`config.mk`:
```
export PLATFORM = sky130hd
export DESIGN_NAME = cssq_clock_sequencer
export DESIGN_NICKNAME = d
export VERILOG_FILES = /design/src/include/cssq_pkg.sv /design/src/hdl/cssq_tick_counter.sv /design/src/hdl/cssq_clock_sequencer.sv
export SDC_FILE = /design/constraint.sdc
export NUM_CORES = 1
export LEC_CHECK = 0
export BUFFER_PORTS_ARGS = -buffer_cell sky130_fd_sc_hd__buf_2
export CORE_UTILIZATION = 40
export DETAILED_ROUTE_END_ITERATION = 7
export PLACE_DENSITY = 0.66
export SLEW_MARGIN = 30
export SYNTH_ARGS = -nofsm -noshare
export SYNTH_HDL_FRONTEND = slang
export SYNTH_SLANG_ARGS = --single-unit
```
`constraint.sdc`:
```
create_clock -name i_core_clk -period 3.86 [get_ports i_core_clk]
set_clock_uncertainty 0.15 [all_clocks]
set_input_delay 0.193 -clock i_core_clk [delete_from_list [all_inputs] [get_ports i_core_clk]]
set_output_delay 0.193 -clock i_core_clk [all_outputs]
set_load 0.05 [all_outputs]
```
`src/include/cssq_pkg.sv`:
```
package cssq_pkg;
    // Register port
    localparam int ADDR_W = 4;
    localparam int DATA_W = 8;
    localparam logic [3:0] REG_CLK_SEL = 4'h0;
    localparam logic [3:0] REG_PRESCALE = 4'h1;
    localparam logic [3:0] REG_PLL = 4'h2;
    localparam logic [3:0] REG_SLEEP = 4'h3;
    localparam logic [3:0] REG_STATUS = 4'h4;
    localparam logic [3:0] REG_FUSES = 4'h5;
    // Field positions
    localparam int CLK_SRC_LSB = 0;
    localparam int CLK_EXT_EN_BIT = 2;
    localparam int PLL_EN_BIT = 0;
    localparam int PLL_LOCK_BIT = 1;
    localparam int SLEEP_GO_BIT = 7;
    localparam int STAT_RESUME_BIT = 3;
    localparam int STAT_RST_BIT = 4;
    localparam int FUSE_SUT_LSB = 4;
    localparam int FUSE_DIV8_BIT = 6;
    // Clock source select fuse codes, one means unprogrammed
    localparam logic [3:0] CLOCK_SOURCE_SELECT_FUSES_EXT = 4'h0;
    localparam logic [3:0] CLOCK_SOURCE_SELECT_FUSES_RC = 4'h2;
    localparam logic [3:0] CLOCK_SOURCE_SELECT_FUSES_FS_LO = 4'h6;
    localparam logic [3:0] CLOCK_SOURCE_SELECT_FUSES_FS_HI = 4'h7;
    localparam logic [3:0] CLOCK_SOURCE_SELECT_FUSES_LP_LO = 4'h8;
    localparam logic FUSE_PROGRAMMED = 1'b0;
    localparam logic [1:0] SUT_NONE = 2'h0;
    localparam logic [1:0] SUT_SHORT = 2'h1;
    localparam logic [1:0] SUT_LONG = 2'h2;
    // Source kinds on the multiplexer
    typedef enum logic [1:0] {SRC_EXT, SRC_RC, SRC_LP_XTAL, SRC_FS_XTAL} cssq_src_t;
    typedef enum logic [1:0] {SLP_IDLE, SLP_PSAVE, SLP_PDOWN} cssq_slp_t;
    typedef enum logic [2:0] {ST_RESET, ST_TOUT, ST_OSC, ST_RUN, ST_SLEEP} cssq_state_t;
    // Watchdog oscillator cycles of the reset time-out
    localparam int CNT_W = 16;
    localparam logic [15:0] TOUT_NONE = 16'h0000;
    localparam logic [15:0] TOUT_SHORT = 16'h0200;
    localparam logic [15:0] TOUT_LONG = 16'h2000;
    // Oscillator start-up counts
    localparam logic [15:0] OSC_CNT_EXT = 16'h0006;
    localparam logic [15:0] OSC_CNT_RC = 16'h0006;
    localparam logic [15:0] OSC_CNT_258 = 16'h0102;
    localparam logic [15:0] OSC_CNT_1K = 16'h0400;
    localparam logic [15:0] OSC_CNT_16K = 16'h4000;
    localparam logic [15:0] OSC_CNT_MAX = 16'h8000;
    localparam logic [15:0] OSC_RST_EXTRA = 16'h000E;
    // Prescaler: divide by two to the power n
    localparam logic [3:0] PRESC_DIV1 = 4'h0;
    localparam logic [3:0] PRESC_DIV8 = 4'h3;
    localparam logic [3:0] PRESC_MAX = 4'h8;
    localparam int PRESC_CNT_W = 8;
    // USB PLL
    localparam int PLL_MULT = 6;
    localparam int USB_CLK_MHZ = 48;
    localparam int PLL_IN_MHZ = USB_CLK_MHZ / PLL_MULT;
    localparam int CORE_CLK_MHZ = 20;
endpackage : cssq_pkg

```
`src/hdl/cssq_tick_counter.sv`:
```
`timescale 1ns/1ps
module cssq_tick_counter
    import cssq_pkg::*;
(
    input wire logic i_core_clk,
    input wire logic i_sys_rst,
    input wire logic i_clear,
    input wire logic i_tick,
    input wire logic [CNT_W-1:0] i_target,
    output logic o_done
);
    typedef struct packed {
        logic [CNT_W-1:0] cnt;
        logic done;
    } cssq_cnt_state_t;

    cssq_cnt_state_t s_r;
    cssq_cnt_state_t s_nxt;

    always_comb begin
        s_nxt = s_r;
        if (i_clear) begin
            // Restart from zero at every time-out start or oscillator start
            s_nxt.cnt = '0;
            s_nxt.done = 1'b0;
        end else begin
            if (i_tick && !s_r.done) begin
                s_nxt.cnt = s_r.cnt + 1'b1;
            end
            s_nxt.done = (s_nxt.cnt >= i_target);
        end
    end

    always_ff @(posedge i_core_clk or posedge i_sys_rst) begin
        if (i_sys_rst) begin
            s_r <= '0;
        end else begin
            s_r <= s_nxt;
        end
    end

    assign o_done = s_r.done;
endmodule : cssq_tick_counter

```
`src/hdl/cssq_clock_sequencer.sv`:
```
`timescale 1ns/1ps
// Operation
// - Selected source drives the clock generator; generated enables reach each domain.
// - Sleep modes stop the clocks of unused domains.
// - Core clock stops in sleep; core work halts without it.
// - Peripheral clock drives timers; async interrupts still wake with it stopped.
// - Flash interface clock runs together with the core clock.
// - USB clock from PLL times six; software sets PLL input to 8 MHz.
// - Software may change multiplexer and prescaler at run time.
// - On event or USB resume firmware switches back to external clock.
// - Four-bit source fuse decodes crystal, full swing, RC, external, reserved.
// - Fuse value one means unprogrammed, zero means programmed.
// - Default fuses give RC, long time-out, divide by eight.
// - Internal reset stays for a time-out after other resets release.
// - Time-out counts 0, 512 or 8192 watchdog cycles chosen by fuses.
// - Brown-out detector holds reset until supply is adequate.
// - Ripple counter on oscillator output holds reset for the start-up count.
// - Start-up count depends on clock type, 6 up to 16K cycles.
// - Reset applies time-out and start-up count; wake from power-save or power-down applies start-up only, idle wake neither.
// - RC wake takes 6 clocks; reset adds 14 clocks to time-out.
// - Programmed divide-by-eight fuse divides the system clock by eight.
module cssq_clock_sequencer
    import cssq_pkg::*;
(
    input wire logic i_core_clk,
    input wire logic i_sys_rst,
    input wire logic [3:0] i_clock_source_select_fuses,
    input wire logic [1:0] i_startup_time_fuses,
    input wire logic i_divide_by_eight_fuse,
    input wire logic i_reset_source,
    input wire logic i_brownout_detector,
    input wire logic i_wdt_osc_tick,
    input wire logic i_osc_tick,
    input wire logic i_wake,
    input wire logic i_async_irq,
    input wire logic i_usb_non_idle,
    input wire logic i_pll_locked,
    input wire logic [ADDR_W-1:0] i_addr,
    input wire logic [DATA_W-1:0] i_wr_data,
    input wire logic i_wr_en,
    input wire logic i_rd_en,
    output logic [DATA_W-1:0] o_rd_data,
    output logic o_int_rst,
    output logic o_core_clock_en,
    output logic o_peripheral_clock_en,
    output logic o_flash_interface_clock_en,
    output logic o_usb_domain_clock_en,
    output logic o_pll_en,
    output logic [1:0] o_clk_src,
    output logic o_rc_osc_en,
    output logic o_ext_osc_en,
    output logic o_osc_run
);
    typedef struct packed {
        cssq_state_t state;
        logic [3:0] clock_source_select_fuses;
        logic [1:0] startup_time_fuses;
        logic div8;
        logic from_reset;
        cssq_src_t src;
        logic ext_en;
        logic [3:0] presc;
        logic [PRESC_CNT_W-1:0] presc_cnt;
        logic pll_en;
        cssq_slp_t slp_mode;
        logic resume_flag;
        logic tout_clr;
        logic osc_clr;
        logic int_rst;
        logic core_en;
        logic per_en;
        logic flash_en;
        logic usb_en;
        logic rc_en;
        logic ext_osc;
        logic osc_run;
        logic [DATA_W-1:0] rd_data;
    } cssq_state_s_t;

    cssq_state_s_t s_r;
    cssq_state_s_t s_nxt;
    logic tout_done;
    logic osc_done;
    logic [CNT_W-1:0] tout_target;
    logic [CNT_W-1:0] osc_target;

    // Decode the four-bit source fuse; reserved codes fall back to the RC oscillator
    function automatic cssq_src_t cssq_src_of(input logic [3:0] ck);
        if (ck >= CLOCK_SOURCE_SELECT_FUSES_LP_LO) begin
            return SRC_LP_XTAL;
        end else if (ck == CLOCK_SOURCE_SELECT_FUSES_FS_LO || ck == CLOCK_SOURCE_SELECT_FUSES_FS_HI) begin
            return SRC_FS_XTAL;
        end else if (ck == CLOCK_SOURCE_SELECT_FUSES_EXT) begin
            return SRC_EXT;
        end else begin
            return SRC_RC;
        end
    endfunction : cssq_src_of

    // Watchdog cycles of the reset time-out
    function automatic logic [CNT_W-1:0] cssq_tout_of(input logic [3:0] ck, input logic [1:0] startup_time_fuses);
        logic [2:0] sel;
        sel = {ck[0], startup_time_fuses};
        if (cssq_src_of(ck) == SRC_RC || cssq_src_of(ck) == SRC_EXT) begin
            if (startup_time_fuses == SUT_SHORT) begin
                return TOUT_SHORT;
            end else if (startup_time_fuses == SUT_LONG) begin
                return TOUT_LONG;
            end else begin
                return TOUT_NONE;
            end
        end else if (sel == 3'h2 || sel == 3'h5) begin
            return TOUT_NONE;
        end else if (sel == 3'h0 || sel == 3'h3 || sel == 3'h6) begin
            return TOUT_SHORT;
        end else begin
            return TOUT_LONG;
        end
    endfunction : cssq_tout_of

    // Oscillator start-up count for the fuse-selected source
    function automatic logic [CNT_W-1:0] cssq_osc_of(input logic [3:0] ck, input logic [1:0] startup_time_fuses);
        logic [2:0] sel;
        sel = {ck[0], startup_time_fuses};
        if (cssq_src_of(ck) == SRC_RC) begin
            return OSC_CNT_RC;
        end else if (cssq_src_of(ck) == SRC_EXT) begin
            return OSC_CNT_EXT;
        end else if (sel == 3'h0 || sel == 3'h1) begin
            return OSC_CNT_258;
        end else if (sel <= 3'h4) begin
            return OSC_CNT_1K;
        end else begin
            return OSC_CNT_16K;
        end
    endfunction : cssq_osc_of

    // Prescaler terminal count for divide by two to the power n
    function automatic logic [PRESC_CNT_W-1:0] cssq_presc_mask(input logic [3:0] n);
        logic [PRESC_CNT_W:0] one_hot;
        one_hot = '0;
        one_hot[n] = 1'b1;
        return PRESC_CNT_W'(one_hot - 1'b1);
    endfunction : cssq_presc_mask

    assign tout_target = cssq_tout_of(s_r.clock_source_select_fuses, s_r.startup_time_fuses);
    // The 14 extra clocks only apply on the way out of reset
    assign osc_target = s_r.from_reset
        ? CNT_W'(cssq_osc_of(s_r.clock_source_select_fuses, s_r.startup_time_fuses) + OSC_RST_EXTRA)
        : cssq_osc_of(s_r.clock_source_select_fuses, s_r.startup_time_fuses);

    cssq_tick_counter u_tout_cnt (
        .i_core_clk(i_core_clk),
        .i_sys_rst(i_sys_rst),
        .i_clear(s_r.tout_clr),
        .i_tick(i_wdt_osc_tick),
        .i_target(tout_target),
        .o_done(tout_done)
    );

    cssq_tick_counter u_osc_cnt (
        .i_core_clk(i_core_clk),
        .i_sys_rst(i_sys_rst),
        .i_clear(s_r.osc_clr),
        .i_tick(i_osc_tick),
        .i_target(osc_target),
        .o_done(osc_done)
    );

    always_comb begin
        logic presc_tick;
        logic running;
        logic idle_sleep;
        logic wake;
        logic [DATA_W-1:0] rd;
        presc_tick = 1'b0;
        running = 1'b0;
        idle_sleep = 1'b0;
        wake = 1'b0;
        rd = '0;
        s_nxt = s_r;
        s_nxt.tout_clr = 1'b0;
        s_nxt.osc_clr = 1'b0;
        s_nxt.rd_data = '0;
        // Async interrupt inputs wake even with the peripheral clock stopped
        wake = i_wake || i_async_irq;

        case (s_r.state)
            ST_RESET: begin
                // Fuses are caught while held here, never by the async reset
                s_nxt.clock_source_select_fuses = i_clock_source_select_fuses;
                s_nxt.startup_time_fuses = i_startup_time_fuses;
                s_nxt.div8 = i_divide_by_eight_fuse;
                s_nxt.src = cssq_src_of(i_clock_source_select_fuses);
                s_nxt.ext_en = (cssq_src_of(i_clock_source_select_fuses) != SRC_RC);
                s_nxt.presc = (i_divide_by_eight_fuse == FUSE_PROGRAMMED)
                    ? PRESC_DIV8 : PRESC_DIV1;
                s_nxt.from_reset = 1'b1;
                if (!i_reset_source && !i_brownout_detector) begin
                    s_nxt.state = ST_TOUT;
                    s_nxt.tout_clr = 1'b1;
                end
            end
            ST_TOUT: begin
                if (!s_r.tout_clr && tout_done) begin
                    s_nxt.state = ST_OSC;
                    s_nxt.osc_clr = 1'b1;
                end
            end
            ST_OSC: begin
                if (!s_r.osc_clr && osc_done) begin
                    s_nxt.state = ST_RUN;
                    s_nxt.from_reset = 1'b0;
                end
            end
            ST_RUN: begin
                if (i_wr_en && i_addr == REG_SLEEP && i_wr_data[SLEEP_GO_BIT]) begin
                    s_nxt.state = ST_SLEEP;
                end
            end
            ST_SLEEP: begin
                if (wake) begin
                    if (s_r.slp_mode == SLP_IDLE) begin
                        s_nxt.state = ST_RUN;
                    end else begin
                        // Oscillator was stopped: only the start-up count applies
                        s_nxt.state = ST_OSC;
                        s_nxt.osc_clr = 1'b1;
                    end
                end
            end
            default: begin
                s_nxt.state = ST_RESET;
            end
        endcase

        // Reset sources pull the sequence back to the start from any state
        if (i_reset_source || i_brownout_detector) begin
            s_nxt.state = ST_RESET;
        end

        // Register writes
        if (i_wr_en) begin
            if (i_addr == REG_CLK_SEL) begin
                s_nxt.src = cssq_src_t'(i_wr_data[CLK_SRC_LSB +: 2]);
                s_nxt.ext_en = i_wr_data[CLK_EXT_EN_BIT];
            end else if (i_addr == REG_PRESCALE) begin
                // Out-of-range settings are ignored rather than wrapped
                if (i_wr_data[3:0] <= PRESC_MAX && i_wr_data[DATA_W-1:4] == '0) begin
                    s_nxt.presc = i_wr_data[3:0];
                    s_nxt.presc_cnt = '0;
                end
            end else if (i_addr == REG_PLL) begin
                s_nxt.pll_en = i_wr_data[PLL_EN_BIT];
            end else if (i_addr == REG_SLEEP) begin
                if (i_wr_data[1:0] <= 2'(SLP_PDOWN)) begin
                    s_nxt.slp_mode = cssq_slp_t'(i_wr_data[1:0]);
                end
            end else if (i_addr == REG_STATUS) begin
                if (i_wr_data[STAT_RESUME_BIT]) begin
                    s_nxt.resume_flag = 1'b0;
                end
            end
        end
        // Set beats the clear in the same cycle
        if (i_usb_non_idle) begin
            s_nxt.resume_flag = 1'b1;
        end

        // Register reads, answered in the next cycle only
        if (i_rd_en) begin
            if (i_addr == REG_CLK_SEL) begin
                rd[CLK_SRC_LSB +: 2] = s_r.src;
                rd[CLK_EXT_EN_BIT] = s_r.ext_en;
            end else if (i_addr == REG_PRESCALE) begin
                rd[3:0] = s_r.presc;
            end else if (i_addr == REG_PLL) begin
                rd[PLL_EN_BIT] = s_r.pll_en;
                rd[PLL_LOCK_BIT] = i_pll_locked;
            end else if (i_addr == REG_SLEEP) begin
                rd[1:0] = s_r.slp_mode;
            end else if (i_addr == REG_STATUS) begin
                rd[2:0] = s_r.state;
                rd[STAT_RESUME_BIT] = s_r.resume_flag;
                rd[STAT_RST_BIT] = s_r.int_rst;
            end else if (i_addr == REG_FUSES) begin
                rd[3:0] = s_r.clock_source_select_fuses;
                rd[FUSE_SUT_LSB +: 2] = s_r.startup_time_fuses;
                rd[FUSE_DIV8_BIT] = s_r.div8;
            end
        end
        s_nxt.rd_data = rd;

        // Prescaler keeps counting so a divided edge is never stretched by sleep
        if (!(i_wr_en && i_addr == REG_PRESCALE)) begin
            if (s_r.presc_cnt >= cssq_presc_mask(s_r.presc)) begin
                s_nxt.presc_cnt = '0;
            end else begin
                s_nxt.presc_cnt = s_r.presc_cnt + 1'b1;
            end
        end
        presc_tick = (s_r.presc_cnt >= cssq_presc_mask(s_r.presc));

        running = (s_nxt.state == ST_RUN);
        idle_sleep = (s_nxt.state == ST_SLEEP) && (s_nxt.slp_mode == SLP_IDLE);
        s_nxt.int_rst = (s_nxt.state == ST_RESET) || (s_nxt.state == ST_TOUT)
            || (s_nxt.state == ST_OSC && s_nxt.from_reset);
        s_nxt.core_en = running && presc_tick;
        s_nxt.flash_en = running && presc_tick;
        s_nxt.per_en = (running || idle_sleep) && presc_tick;
        // Oscillators stop in power-save, power-down and the reset state
        s_nxt.osc_run = !(s_nxt.state == ST_SLEEP && s_nxt.slp_mode != SLP_IDLE)
            && (s_nxt.state != ST_RESET);
        s_nxt.rc_en = s_nxt.osc_run && (s_nxt.src == SRC_RC);
        s_nxt.ext_osc = s_nxt.osc_run && s_nxt.ext_en;
        // USB domain needs a locked PLL fed at PLL_IN_MHZ by software
        s_nxt.usb_en = s_nxt.pll_en && i_pll_locked && s_nxt.osc_run;
    end

    always_ff @(posedge i_core_clk or posedge i_sys_rst) begin
        if (i_sys_rst) begin
            s_r <= '0;
            s_r.state <= ST_RESET;
            s_r.clock_source_select_fuses <= CLOCK_SOURCE_SELECT_FUSES_RC;
            s_r.startup_time_fuses <= SUT_LONG;
            s_r.div8 <= FUSE_PROGRAMMED;
            s_r.src <= SRC_RC;
            s_r.presc <= PRESC_DIV8;
            s_r.from_reset <= 1'b1;
            s_r.int_rst <= 1'b1;
        end else begin
            s_r <= s_nxt;
        end
    end

    assign o_rd_data = s_r.rd_data;
    assign o_int_rst = s_r.int_rst;
    assign o_core_clock_en = s_r.core_en;
    assign o_peripheral_clock_en = s_r.per_en;
    assign o_flash_interface_clock_en = s_r.flash_en;
    assign o_usb_domain_clock_en = s_r.usb_en;
    assign o_pll_en = s_r.pll_en;
    assign o_clk_src = s_r.src;
    assign o_rc_osc_en = s_r.rc_en;
    assign o_ext_osc_en = s_r.ext_osc;
    assign o_osc_run = s_r.osc_run;
endmodule : cssq_clock_sequencer

```
==> qor.csv <==
metric,value,unit
max_freq,304,MHz
cap_violations,0,
cp-startpoint,s_r[32],
chipHeight,112,um
rr_worst_depth,14,
worstSkewPairLatency,340,ps
synthCells,526,
htreeDepth,3,
cts_tree,built,
slew_headroom,39.1,%
startpoint_type,flip-flop,
dr_total_vias,3930,
worstMarginPinSlew,908,ps
min_from,i_wr_data[1],
start_util,41.8,%
ys_types,72,
vias_per_cell,5.45,
clockBufferDepth,2,
overflow,0,
nets,626,
numCtsBuffers,9,
dp_hpwl,7960,um
async_reset_ff_share,100,%
coreArea,0.0117,mm^2
clk_pin_slew_worst_paths,70,ps
cts_resized,0,
hold_viol,0,
slew_viol_final,0,
critical_path_class,flip-flop to flip-flop,
numPortBuffers,48,
die_w,112,um
postCtsSetupBuffers,0,
grt_pass1_wl,19100,um
drc,0,
layout-drive-gt1-share,18.0,%
cts.sinks,80,
n_antenna_cell,0,
pin_count,50,
holdBufCountCts,16,
synth_edf_count,0,
root_buffer,clkbuf_16,
ys_ff_latch,80,
drt_iter0_drc,166,
final.setup.tns,0,ps
hold_depth,3,
synth_most_common_cell,dfrtp_1,
min_period,3290,ps
synth_warnings,0,
netlist_area,0.00488,mm^2
hp-class,input port to flip-flop,
synth_flop_cell,dfrtp_1,
vdd_ir_drop_max,287,uV
timing.rr.start,s_r[32],
yosysTopAreaCell,dfrtp_1,
synth_top_area_share,37.5,%
power.leakage,2.55,nW
grt_setup_unrepaired,no,
grt_pass1_vias,3915,
setup_ws,573,ps
synth_common_cells,"73 x dfrtp_1, 61 x nand2_1, 61 x nor2_1",
finalSetupViolations,0,
rows,39,
ant_nets,0,
cp.arrival,3410,ps
place_ws,611,ps
gp_congestion,0.883,
status,completed,
cp_max_fo,10,
r2r-end,s_r[27],
drt_first_pass_iters,4,
p_per_area,457,mW/mm^2
worstPathRequired,3980,ps
wl_per_cell,15.3,um
antenna_found_initial,0,
synth_area_leaders,"dfrtp_1 37%, ha_1 5.6%, nand2_1 4.7%",
hold-path-endpoint,s_r[31],
area_growth,14.5,%
rrSetupSlack,570,ps
crit_path_end_kind,flip-flop,
routed_wl,11000,um
die_area,0.0126,mm^2
syn-num-nets,579,
period_share,85.2,%
grt_max_degree,56,
syn_avg_cell_area,9.27,um^2
ys_seq_area_share,41.2,%
gr-usage-all-layers,19.0,%
stage by stage:
step	total power, mW	hold slack (ps)	cell area (um^2)	cells	util [%]
after floorplan	1.57	114	4880	526	-
after global placement	1.70	235	5140	689	44.1
final	2.55	46.9	5590	721	47.9
after CTS	2.57	20.2	5590	721	47.9
after global routing	2.71	46.6	5590	721	47.9
after detailed placement	1.74	124	5140	689	44.1
critical path: stages, from the launching register on:
cell and delay, ps:
dfrtp_1 480, nor3_1 280, nand2b_1 120, ha_1 270, nor3_1 250, mux2i_1 120
nor2_1 100, a21oi_1 50, ha_1 220, a2111oi_4 320, nand2_1 80, o21ai_0 180
o21ai_2 160, or3_1 360, o21ai_1 80
flip-flops by register name, indices dropped and copies added (netlist names):
name	count
s_r	29
o_rd_data	7
u_osc_cnt.o_done	1
o_osc_run	1
o_pll_en	1
u_tout_cnt.o_done	1
o_clk_src	2
u_osc_cnt.s_r	16
o_flash_interface_clock_en	1
u_tout_cnt.s_r	16
o_ext_osc_en	1
o_int_rst	1
o_usb_domain_clock_en	1
o_peripheral_clock_en	1
o_rc_osc_en	1
area by class of cell:
| type | count | area (um^2) |
|---|---|---|
| repair buffers | 66 | 415 |
| multi-input cells | 404 | 2650 |
| well taps | 143 | 179 |
| fillers | 1096 | 6080 |
| clock buffers | 9 | 225 |
| inverters | 12 | 50.0 |
| clock inverters | 7 | 55.1 |
| flip-flops and latches | 80 | 2010 |
layout by cell type, fill, tap and decap left out, drive strengths merged, types with 3 or more instances in the layout:
master       count
and4             4
nand2b           6
xnor2           21
buf             50
and3             9
inv             13
nor2b           12
and2             3
nand4           11
nor3            22
o21a             6
a21o             6
a31oi            3
nand2           62
nor3b            5
and4b            3
nand3b           3
ha              22
mux2i           10
mux2             4
dfstp            7
nor4             4
o31ai            7
or3              7
clkinv           4
a21oi           26
dlygate4sd3     16
nor2            65
nand3           14
o21ai           27
dfrtp           73
o22ai            3
o32ai            3
clkbuf           9
xor2            13
metal layers:
| metal | global-route usage (%) | part of all wire [%] | up-vias |
|---|---|---|---|
| met5 | 0 | 0 | - |
| met4 | 4.98 | 0.69 | 0 |
| met3 | 4.21 | 4.2 | 6 |
| met2 | 33.6 | 51 | 99 |
| met1 | 23.4 | 44 | 1886 |
| li1 | - | - | 1939 |
kinds of logic after synthesis:
family                   after synthesis  synth area share, %
adder cells (fa/ha/maj)               22                 5.65
multiplexers                          14                 2.98
AO/OA/AOI/OAI                         97                 13.4
flip-flops                            80                 41.2
AND/OR/NAND/NOR                      236                 26.1
other                                  1               0.0769
XOR/XNOR                              34                 6.11
buffers and inverters                 42                 4.41
worst max path at each step:
stage              end  slack [ps]  cells past startpoint
2_1_floorplan  s_r[26]         850                     15
3_3_place_gp   s_r[27]         790                     14
3_5_place_dp   s_r[27]         610                     14
4_1_cts        s_r[27]         590                     14
5_1_grt        s_r[27]         240                     14
6_report       s_r[27]         570                     14
power by group:
part           internal, mW  switching, mW
combinational         0.304          0.375
sequential            0.937          0.125
clock                 0.442          0.367
(Power assumes the default switching activity.)
